==> config.mk <==
export PLATFORM = sky130hd
export DESIGN_NAME = wdir_watchdog
export DESIGN_NICKNAME = d
export VERILOG_FILES = /design/src/pkg/wdir_pkg.sv /design/src/verilog/wdir_watchdog.sv /design/src/verilog/wdir_osc_tick.sv
export SDC_FILE = /design/constraint.sdc
export NUM_CORES = 1
export LEC_CHECK = 0
export BUFFER_PORTS_ARGS = -buffer_cell sky130_fd_sc_hd__buf_2
export CAP_MARGIN = 5
export CORE_MARGIN = 3
export CORE_UTILIZATION = 51
export CTS_BUF_LIST = sky130_fd_sc_hd__clkbuf_4
export DETAILED_ROUTE_END_ITERATION = 12
export PLACE_DENSITY = 0.71
export SYNTH_ARGS = -nofsm -noshare
export SYNTH_HDL_FRONTEND = slang
export SYNTH_SLANG_ARGS = --single-unit
==> constraint.sdc <==
create_clock -name mclk -period 3.9 [get_ports mclk]
set_clock_uncertainty 0.05 [all_clocks]
set_input_delay 0.585 -clock mclk [delete_from_list [all_inputs] [get_ports mclk]]
set_output_delay 0.585 -clock mclk [all_outputs]
set_load 0.02 [all_outputs]
==> src/pkg/wdir_pkg.sv <==
// ---------------------------------------------------------------------------
// Shared constants of the watchdog interrupt/reset block.
// ---------------------------------------------------------------------------
package wdir_pkg;

  // Register port widths.
  localparam int unsigned ADDR_W = 4;
  localparam int unsigned DATA_W = 8;

  // Register offsets on the plain register port.
  localparam logic [3:0] OFF_CSR      = 4'h0;  // Watchdog control/status.
  localparam logic [3:0] OFF_EVT_STAT = 4'h1;  // Sticky event status, read only.
  localparam logic [3:0] OFF_EVT_CLR  = 4'h2;  // Event clear, write only.
  localparam logic [3:0] OFF_EVT_EN   = 4'h3;  // Event interrupt enable.

  // Field positions inside the control/status register.
  localparam int unsigned CSR_FLAG_BIT   = 7;  // Time-out flag.
  localparam int unsigned CSR_IE_BIT     = 6;  // Time-out interrupt enable.
  localparam int unsigned CSR_PSHI_BIT   = 5;  // Period select, high bit.
  localparam int unsigned CSR_CE_BIT     = 4;  // Change enable.
  localparam int unsigned CSR_RE_BIT     = 3;  // System reset enable.
  localparam int unsigned CSR_PSLO_MSB   = 2;  // Period select, low bits 2:0.

  // Reset values; the reset enable bit has no defined value, zero is used.
  localparam logic [7:0] CSR_RESET     = 8'h00;
  localparam logic [2:0] EVT_RESET     = 3'h0;

  // Event bits of the status, clear and enable registers.
  localparam int unsigned EVT_W        = 3;
  localparam int unsigned EVT_TIMEOUT  = 0;  // Any counter time-out.
  localparam int unsigned EVT_SYSRST   = 1;  // A system reset was requested.
  localparam int unsigned EVT_VECTOR   = 2;  // The interrupt vector was taken.

  // Counter sizing and period selection.
  localparam int unsigned CNT_W        = 24;
  localparam logic [3:0]  SEL_MAX      = 4'h9;  // Larger codes act as this one.
  localparam int unsigned PERIOD_BASE  = 2048;  // Oscillator ticks at code zero.

endpackage : wdir_pkg

==> src/verilog/wdir_watchdog.sv <==
`timescale 1ns/10ps
`default_nettype none
// Operation
// - Time-out with interrupt enabled sets flag.
// - Taking the interrupt vector clears flag.
// - Software writing one clears flag; zero keeps.
// - Request only when flag, enable, global enable.
// - Interrupt-only mode never resets the system.
// - Combined mode: first time-out only sets flag.
// - Combined mode vector clears enable and flag.
// - Unserviced combined time-out asserts system reset.
// - Register layout and reset values as listed.
// - Counter runs from dedicated watchdog oscillator.
// ---------------------------------------------------------------------------
// Watchdog timer with interrupt, reset and combined modes.
// ---------------------------------------------------------------------------
module wdir_watchdog
  import wdir_pkg::*;
#(
  parameter int unsigned PERIOD_TICKS = PERIOD_BASE  // Ticks at period code 0.
)
(
  // Clock and reset.
  input  wire logic              mclk,
  input  wire logic              rst_n,
  // Register port.
  input  wire logic [ADDR_W-1:0] regAddr,
  input  wire logic [DATA_W-1:0] regWrData,
  input  wire logic              regWr,
  input  wire logic              regRd,
  output var  logic [DATA_W-1:0] regRdData,
  // Processor side.
  input  wire logic              globalIrqEnable,
  input  wire logic              vectorAck,
  input  wire logic              wdtRestart,
  output var  logic              wdtIrqReq,
  // Reset generator and oscillator.
  input  wire logic              wdtOscIn,
  output var  logic              sysResetReq,
  // Event interrupt.
  output var  logic              irqOut
);

  // -------------------------------------------------------------------------
  // Declarations.
  // -------------------------------------------------------------------------
  logic             flag_q;        // Time-out flag.
  logic             ie_q;          // Time-out interrupt enable.
  logic             re_q;          // System reset enable.
  logic             ce_q;          // Change enable, stored only.
  logic [3:0]       psel_q;        // Period select, high bit first.
  logic [CNT_W-1:0] cnt_q;         // Oscillator tick counter.
  logic [CNT_W-1:0] cntInc;        // Counter plus one.
  logic             oscTick;       // One pulse per rising oscillator edge.
  logic             toHit;         // Time-out in this cycle.
  logic             wrCsr;         // Write to the control/status register.
  logic             flagSet;       // Hardware sets the flag.
  logic             flagClr;       // Vector or software clears the flag.
  logic             rstFire;       // Time-out asks for a system reset.
  logic             irqCond;       // Processor interrupt condition.
  logic [7:0]       csrVal;        // Assembled control/status image.
  logic [EVT_W-1:0] evtStat_q;     // Sticky event status.
  logic [EVT_W-1:0] evtEn_q;       // Event interrupt enable.
  logic [EVT_W-1:0] evtSet;        // Events raised this cycle.
  logic [EVT_W-1:0] evtClr;        // Clear requests this cycle.

  // Period at code 0, sized to the counter width.
  localparam logic [CNT_W-1:0] PERIOD0 = CNT_W'(PERIOD_TICKS);

  // -------------------------------------------------------------------------
  // Helper functions.
  // -------------------------------------------------------------------------
  // Turns a period code into a tick count; codes above the top are clamped.
  function automatic logic [CNT_W-1:0] periodLimit(input logic [3:0] sel);
    logic [3:0] s;
    s = (sel > SEL_MAX) ? SEL_MAX : sel;
    return PERIOD0 << s;
  endfunction : periodLimit

  // Decodes one register offset against a write or read strobe.
  function automatic logic hitReg(input logic [ADDR_W-1:0] a,
                                  input logic [ADDR_W-1:0] off,
                                  input logic strobe);
    return strobe && (a == off);
  endfunction : hitReg

  // -------------------------------------------------------------------------
  // Oscillator tick.
  // -------------------------------------------------------------------------
  // The counter runs on the watchdog oscillator, whatever clocks the core.
  wdir_osc_tick uOscTick (
    .mclk    (mclk),
    .rst_n   (rst_n),
    .oscIn   (wdtOscIn),
    .oscTick (oscTick)
  );

  // -------------------------------------------------------------------------
  // Counter and time-out.
  // -------------------------------------------------------------------------
  // The compare is greater-or-equal, so a shorter period that is already
  // passed fires at the next tick; software should restart first.
  always_comb begin
    cntInc = cnt_q + CNT_W'(1);
    toHit  = oscTick && !wdtRestart && (cntInc >= periodLimit(psel_q));
  end

  // Restart wins over the tick, so a full period always follows it.
  always_ff @(posedge mclk or negedge rst_n) begin
    if (!rst_n) begin
      cnt_q <= '0;
    end else if (wdtRestart) begin
      cnt_q <= '0;
    end else if (toHit) begin
      cnt_q <= '0;
    end else if (oscTick) begin
      cnt_q <= cntInc;
    end
  end

  // -------------------------------------------------------------------------
  // Mode decisions.
  // -------------------------------------------------------------------------
  // Decodes the mode bits into flag set, flag clear, reset and request terms.
  always_comb begin
    wrCsr   = hitReg(regAddr, OFF_CSR, regWr);
    // Interrupt operation sets the flag; in combined mode only the first.
    flagSet = toHit && ie_q && !(re_q && flag_q);
    // Reset-only mode, or combined mode with the flag still pending.
    rstFire = toHit && re_q && (!ie_q || flag_q);
    flagClr = vectorAck || (wrCsr && regWrData[CSR_FLAG_BIT]);
    irqCond = flag_q && ie_q && globalIrqEnable;
  end

  // -------------------------------------------------------------------------
  // Control/status register.
  // -------------------------------------------------------------------------
  // Flag: a set in the same cycle as a clear wins, so no time-out is lost.
  always_ff @(posedge mclk or negedge rst_n) begin
    if (!rst_n) begin
      flag_q <= CSR_RESET[CSR_FLAG_BIT];
    end else if (flagSet) begin
      flag_q <= 1'h1;
    end else if (flagClr) begin
      flag_q <= 1'h0;
    end
  end

  // Interrupt enable: the vector in combined mode drops to reset-only mode.
  // Software must write it again to stay combined; a write that lands in
  // the vector cycle wins, since it is the newer intent.
  always_ff @(posedge mclk or negedge rst_n) begin
    if (!rst_n) begin
      ie_q <= CSR_RESET[CSR_IE_BIT];
    end else if (wrCsr) begin
      ie_q <= regWrData[CSR_IE_BIT];
    end else if (vectorAck && re_q) begin
      ie_q <= 1'h0;
    end
  end

  // Remaining plain fields of the control/status register.
  always_ff @(posedge mclk or negedge rst_n) begin
    if (!rst_n) begin
      re_q   <= CSR_RESET[CSR_RE_BIT];
      ce_q   <= CSR_RESET[CSR_CE_BIT];
      psel_q <= {CSR_RESET[CSR_PSHI_BIT], CSR_RESET[CSR_PSLO_MSB:0]};
    end else if (wrCsr) begin
      re_q   <= regWrData[CSR_RE_BIT];
      ce_q   <= regWrData[CSR_CE_BIT];
      psel_q <= {regWrData[CSR_PSHI_BIT], regWrData[CSR_PSLO_MSB:0]};
    end
  end

  // Image of the register in its documented bit order.
  always_comb begin
    csrVal = {flag_q, ie_q, psel_q[3], ce_q, re_q, psel_q[2:0]};
  end

  // -------------------------------------------------------------------------
  // Processor interrupt request and system reset.
  // -------------------------------------------------------------------------
  // Both outputs come straight from flip-flops, one cycle after the cause.
  always_ff @(posedge mclk or negedge rst_n) begin
    if (!rst_n) begin
      wdtIrqReq   <= 1'h0;
      sysResetReq <= 1'h0;
    end else begin
      wdtIrqReq   <= irqCond;
      sysResetReq <= rstFire;
    end
  end

  // -------------------------------------------------------------------------
  // Event status, clear and enable.
  // -------------------------------------------------------------------------
  // Collects this cycle's events and the software clear mask.
  always_comb begin
    evtSet = '0;
    evtSet[EVT_TIMEOUT] = toHit;
    evtSet[EVT_SYSRST]  = rstFire;
    evtSet[EVT_VECTOR]  = vectorAck;
    evtClr = hitReg(regAddr, OFF_EVT_CLR, regWr) ? regWrData[EVT_W-1:0] : '0;
  end

  // One sticky bit per event; set beats clear in the same cycle.
  genvar gi;
  generate
    for (gi = 0; gi < EVT_W; gi++) begin : gEvt
      always_ff @(posedge mclk or negedge rst_n) begin
        if (!rst_n) begin
          evtStat_q[gi] <= EVT_RESET[gi];
        end else if (evtSet[gi]) begin
          evtStat_q[gi] <= 1'h1;
        end else if (evtClr[gi]) begin
          evtStat_q[gi] <= 1'h0;
        end
      end
    end
  endgenerate

  // Enable register for the event interrupt.
  always_ff @(posedge mclk or negedge rst_n) begin
    if (!rst_n) begin
      evtEn_q <= EVT_RESET;
    end else if (hitReg(regAddr, OFF_EVT_EN, regWr)) begin
      evtEn_q <= regWrData[EVT_W-1:0];
    end
  end

  // Level interrupt while any enabled event bit is set.
  always_ff @(posedge mclk or negedge rst_n) begin
    if (!rst_n) begin
      irqOut <= 1'h0;
    end else begin
      irqOut <= |(evtStat_q & evtEn_q);
    end
  end

  // -------------------------------------------------------------------------
  // Read data.
  // -------------------------------------------------------------------------
  // Read data stands for one cycle only; unmapped offsets read as zero.
  always_ff @(posedge mclk or negedge rst_n) begin
    if (!rst_n) begin
      regRdData <= '0;
    end else if (regRd) begin
      case (regAddr)
        OFF_CSR:      regRdData <= csrVal;
        OFF_EVT_STAT: regRdData <= {{(DATA_W-EVT_W){1'h0}}, evtStat_q};
        OFF_EVT_EN:   regRdData <= {{(DATA_W-EVT_W){1'h0}}, evtEn_q};
        default:      regRdData <= '0;
      endcase
    end else begin
      regRdData <= '0;
    end
  end
endmodule : wdir_watchdog
`default_nettype wire

==> src/verilog/wdir_osc_tick.sv <==
`timescale 1ns/10ps
`default_nettype none
// ---------------------------------------------------------------------------
// Watchdog oscillator synchroniser and rising edge detector.
// ---------------------------------------------------------------------------
module wdir_osc_tick
  import wdir_pkg::*;
(
  // Clock and reset.
  input  wire logic mclk,
  input  wire logic rst_n,
  // Raw oscillator pin and the derived enable pulse.
  input  wire logic oscIn,
  output var  logic oscTick
);

  logic syncA_q;  // First stage, read only by the second stage.
  logic syncB_q;  // Second stage, first safe copy.
  logic prev_q;   // Delayed copy for the edge detector.

  // Two flip-flops guard against metastability, a third finds the edge.
  always_ff @(posedge mclk or negedge rst_n) begin
    if (!rst_n) begin
      syncA_q <= 1'h0;
      syncB_q <= 1'h0;
      prev_q  <= 1'h0;
    end else begin
      syncA_q <= oscIn;
      syncB_q <= syncA_q;
      prev_q  <= syncB_q;
    end
  end

  // One-cycle enable on each rising oscillator edge.
  always_comb begin
    oscTick = syncB_q & ~prev_q;
  end

endmodule : wdir_osc_tick
`default_nettype wire

# After elaboration in Yosys (flattened, before gate mapping)
# Cells that the tools add are included.
# word_totals
regBits	52
latch_bits	0
ramBits	0
mem_bits_ro	0
input_bits	20
output_inout_bits	11
elab_cells	71
memories	0
# op_classes
n_addsub	1
mul	0
n_div	0
magnitude_cmp	2
n_eq_ne	3
shifts	1
n_mux	17
bitwise	3
reduce_logical	27
# op_table
operator	count
24-bit two-way mux	3
24-bit by 1-bit adder with 24-bit output (second input constant)	1
24-bit greater-or-equal comparator	1
8-bit case mux with 3 select lines	1
12-bit by 4-bit left shift with 24-bit output (first input constant)	1
1-bit logical AND	14
1-bit two-way mux	10
2-bit nonzero test	5
4-bit by 2-bit equality test with 1-bit output (second input constant)	2
8-bit two-way mux	1
4-bit by 1-bit equality test with 1-bit output (second input constant)	1
4-bit greater-than comparator (second input constant)	1
4-bit zero test	1
4-bit two-way mux	1
3-bit AND	1
1-bit zero test	3
3-bit two-way mux	1
3-bit nonzero test	1
3-bit OR reduction	1
1-bit logical OR	2
1-bit AND	1
1-bit NOT	1

# Logic depth before layout (Yosys ltp)
# logic_depth
depth_word	8
mapped_depth	14
ltp_nobuf	12

# Cells and area by module
# From an unflattened synthesis, not the netlist that was laid out.
# unflattened
cells_unflattened	321
area_unflattened_um2	3171.8
# by_module_without_submodules
mod	instances	cells_per_inst	area_each_um2	seq_area_each_um2
wdir_watchdog	1	317	3083.0	1226.2
wdir_osc_tick	1	4	88.8	75.1

# Worst setup path after synthesis
# No wires, ideal clock.
# synth_timing
kind	flip-flop to flip-flop
start	register cnt_q[8]
end	register cnt_q[11]
setup_time_ps	69
t_arrival_ps	3024
required_time_ps	3781
path_slack_ps	757
stages_incl_launch_ff	14
n_path_buf	1
synth_period_minus_slack_ps	3143
path_cell_list	dfrtp_1 > nand4_2 > nor2_1 > nand2_1 > or3_1 > xnor2_1 > ha_1 > a21o_1 > a21oi_2 > o221ai_2 > or3_4 > buf_6 > or3_1 > nand3_1
# synth_via
elab_chain_cells	5
elab_cells_between_ends	7
cone_classes	1 x add/sub; 1 x order compare; 3 x mux; 2 x reduce/logical
# synth_rtl
item	line_no	source
start: declaration	wdir_watchdog.sv:52	logic [CNT_W-1:0] cnt_q;
start signal: assignment	wdir_watchdog.sv:117	cnt_q <= cntInc;
24-bit by 1-bit adder with 24-bit output (*)	wdir_watchdog.sv:104	cntInc = cnt_q + CNT_W'(1);
24-bit greater-or-equal comparator	wdir_watchdog.sv:105	toHit = oscTick && !wdtRestart && (cntInc >= periodLimit(psel_q));
1-bit logical AND	wdir_watchdog.sv:105	
24-bit two-way mux	wdir_watchdog.sv:114	end else if (toHit) begin
24-bit two-way mux	wdir_watchdog.sv:112	end else if (wdtRestart) begin
# Mark *: on every way between the ends. The rest lies on a longest branch, timed or not. The select of a mux whose other input is x is not followed.
# A chain may end at the register's enable or synchronous reset.

# Worst setup path after layout
# layout_timing
start	register cnt_q[8]
end	register cnt_q[17]
# Same word-level chain as after synthesis.

==> impl_metrics.py <==
metrics = {
    "synthesis": {
        "syn_inst": 303,
        "netlist-cell-type-count": 50,
        "synth_area_mm2": 0.002940,
        "synth_top_area_frac": 0.4426,
        "synth_area_per_cell_um2": 9.704,
        "yosysMostFrequentCell": "dfrtp_1",
        "synthArstFlopShare": 1.000,
        "ys_seq_area_frac": 0.4426,
        "yosysTopAreaCell": "dfrtp_1",
        "synthSimpleGateAreaFrac": 0.2549,
        "synth-seq-cells": 52,
        "synthTopCellsByArea": "dfrtp_1 44%, ha_1 6.0%, nand2_1 5.5%",
        "synth_top_family_by_area": "simple AND/OR/NAND/NOR gates",
        "synth_fa_ha_area_frac": 0.05957,
        "synth_edf_count": 0,
        "yosys-top-cells-count": "52 x dfrtp_1, 43 x nand2_1, 24 x nand3_1, 23 x nor2_1, 14 x ha_1",
        "ys_warn_count": 0,
        "synth-compound-area-share": 0.1149,
        "synthXorXnorAreaFrac": 0.03574,
        "muxShareOfSynthArea": 0.06255,
        "synth_flop_cell": "dfrtp_1",
    },
    "sta": {
        "setup-tns-final_ns": 0,
        "setup_violations": 0,
        "rsz0062_at_grt": "false",
        "fin_crit_sh": 0.9150,
        "fin_crit_ns": 3.569,
        "max_freq_ghz": 0.2802,
        "report.final.slew_viol_count": 0,
        "timing.slew.headroom": 0.4421,
        "worst_slew_pin_slew_ns": 0.8368,
        "hold_viol": 0,
    },
    "pwr": {
        "p_leak_nw": 1.494,
        "power.density_mw_per_mm2": 317.7,
        "p_total_mw": 1.030,
        "peakVddDrop_v": 0.0001829,
    },
    "setup_path": {
        "critPathMaxFanout": 16,
        "critPathKind": "flip-flop to flip-flop",
        "rr_startpoint": "cnt_q[8]$_DFFE_PN0P_",
        "crit_required_ns": 4.15,
        "arrival_ns": 3.82,
        "rr_endpoint": "cnt_q[17]$_DFFE_PN0P_",
        "critPathLaunchType": "flip-flop",
        "ff2ff_path_depth": 13,
        "cp-end-kind": "flip-flop",
        "r2r_setup_slack_ns": 0.33,
    },
    "clock_tree": {
        "clkSinkCount": 52,
        "numCtsBuffers": 5,
        "hold_buffers": 0,
        "cts_tree": "done",
        "cts.clk_slew.worst_paths_ns": 0.15,
        "clockBufferDepth": 2,
        "root_buffer": "clkbuf_4",
        "htreeDepth": 2,
        "insertion_delay_ns": 0.37,
    },
    "routing": {
        "drc": 0,
        "ant_nets": 0,
        "wirelength_um": 5978,
        "vias": 2298,
        "viasPerCell": 5.605,
        "wire_per_inst_um": 14.58,
        "dr.pass1.iters": 4,
        "drt_iter0_markers": 130,
    },
    "global_routing": {
        "antenna_found_initial": 0,
        "first_global_vias": 2087,
        "grt_overflow": 0,
        "grt_max_degree": 37,
        "grt_pass1_wl_um": 9791,
        "grtUsageTotal": 0.1926,
    },
    "floorplan": {
        "die_h_um": 81.93,
        "num_io_pins": 31,
        "die_area_mm2": 0.006713,
        "coreArea_mm2": 0.005540,
        "rows": 27,
        "start_util": 0.5307,
        "die_w_um": 81.93,
    },
    "final_layout": {
        "num_antenna_cells": 0,
        "drive_above_1_share": 0.2160,
        "nets": 371,
        "multi_input_area_mm2": 0.001569,
        "fill_cells": 515,
        "regArea_mm2": 0.001301,
        "syn2layout_area_growth_pct": 10.30,
    },
    "place": {
        "place_congestion": 0.8780,
        "dpl.hpwl_um": 4429,
        "io_buffers": 30,
    },
    "run_status": {
        "status": "finished clean",
    },
    "job": {
        "maxCapViolCount": 0,
    },
    "min_path": {
        "hp-class": "input port to async pin",
    },
}
## per-stage QoR
step                area [µm²]  cells  setup slack [ns]  utilization  hold slack (ns)
floorplan                 2948    305            0.7573            -           0.2394
global placement          3176    402            0.1327       0.5732           0.2841
CTS                       3237    410          0.004795       0.5842           0.2417
detailed placement        3176    402           0.05814       0.5732           0.2873
global route              3243    410           0.05850       0.5854           0.2245
finish                    3243    410            0.3314       0.5854           0.2492
## worst max path at each step
stage,startpoint,endpoint,slack (ns)
6_report,cnt_q[8]$_DFFE_PN0P_,cnt_q[17]$_DFFE_PN0P_,0.33
5_1_grt,cnt_q[8]$_DFFE_PN0P_,cnt_q[17]$_DFFE_PN0P_,0.06
4_1_cts,cnt_q[8]$_DFFE_PN0P_,cnt_q[17]$_DFFE_PN0P_,0.005
3_5_place_dp,cnt_q[8]$_DFFE_PN0P_,cnt_q[17]$_DFFE_PN0P_,0.06
3_3_place_gp,cnt_q[8]$_DFFE_PN0P_,cnt_q[17]$_DFFE_PN0P_,0.13
2_1_floorplan,cnt_q[8]$_DFFE_PN0P_,cnt_q[11]$_DFFE_PN0P_,0.76
## layout make-up
class / instances / share of cell area
well taps: 72 / 0.02778
inverters: 9 / 0.01042
clock inverters: 2 / 0.005015
clock buffers: 6 / 0.01389
repair buffers: 35 / 0.05787
flip-flops and latches: 52 / 0.4012
multi-input cells: 234 / 0.4838
## power by group
group | leakage [nW] | internal, mW | switching [mW]
logic | 0.767 | 0.0734 | 0.0964
clock network | 0.0319 | 0.0791 | 0.172
registers | 0.695 | 0.574 | 0.0347
total | 1.49 | 0.727 | 0.304
## worst max-delay path, cell delays in order (launching register included)
cell,delay (ns)
dfrtp_1,0.49
nand4_2,0.24
nor2_1,0.19
nand2_1,0.12
or3_1,0.41
xnor2_1,0.20
ha_1,0.28
a21o_1,0.21
a21oi_2,0.15
o221ai_2,0.16
nor3_4,0.49
buf_4,0.28
a21oi_1,0.08
mux2i_1,0.15
## cells by family (layout without fill, tap and decap cells)
group                      Yosys count  count (layout)
buffers and inverters               19              52
adders and majority gates           14              14
and+or+nand+nor                    143             143
other                                1               3
muxes                               17              17
xor gates and xnor gates            12              12
DFF                                 52              52
AOI/OAI and AO/OA                   45              45
## layout by cell type (no fill, tap or decap), types with 7 or more instances in the layout
master / Yosys / layout
nand2_1: 43 / 43
buf_2: 3 / 30
dfrtp_1: 52 / 52
nor2_1: 23 / 23
a21oi_1: 8 / 8
nand4_1: 7 / 7
or3_1: 8 / 8
nand3_1: 24 / 24
ha_1: 14 / 14
inv_1: 9 / 9
xnor2_1: 11 / 11
mux2_2: 11 / 11
o21ai_0: 9 / 9
## flip-flops by register name (all words and copies together) (netlist names)
signal	flops
psel_q	4
evtEn_q	3
cnt_q	24
flag_q	1
ce_q	1
irqOut	1
evtStat_q	3
sysResetReq	1
wdtIrqReq	1
uOscTick.syncB_q	1
re_q	1
ie_q	1
uOscTick.prev_q	1
uOscTick.syncA_q	1
regRdData	8
## repair_timing
action	4_1_cts	5_1_grt
setup endpoints to repair	0	18
gates resized for setup	0	1
buffers inserted	0	0
## layer usage
metal	wire length, µm	vias up	global-route usage
li1	-	1148	-
met1	2938	1106	0.2837
met2	2766	39	0.2827
met3	205	5	0.03618
met4	67	0	0.06478
met5	0	-	0
No activity file was read; power rests on OpenSTA's default activity.
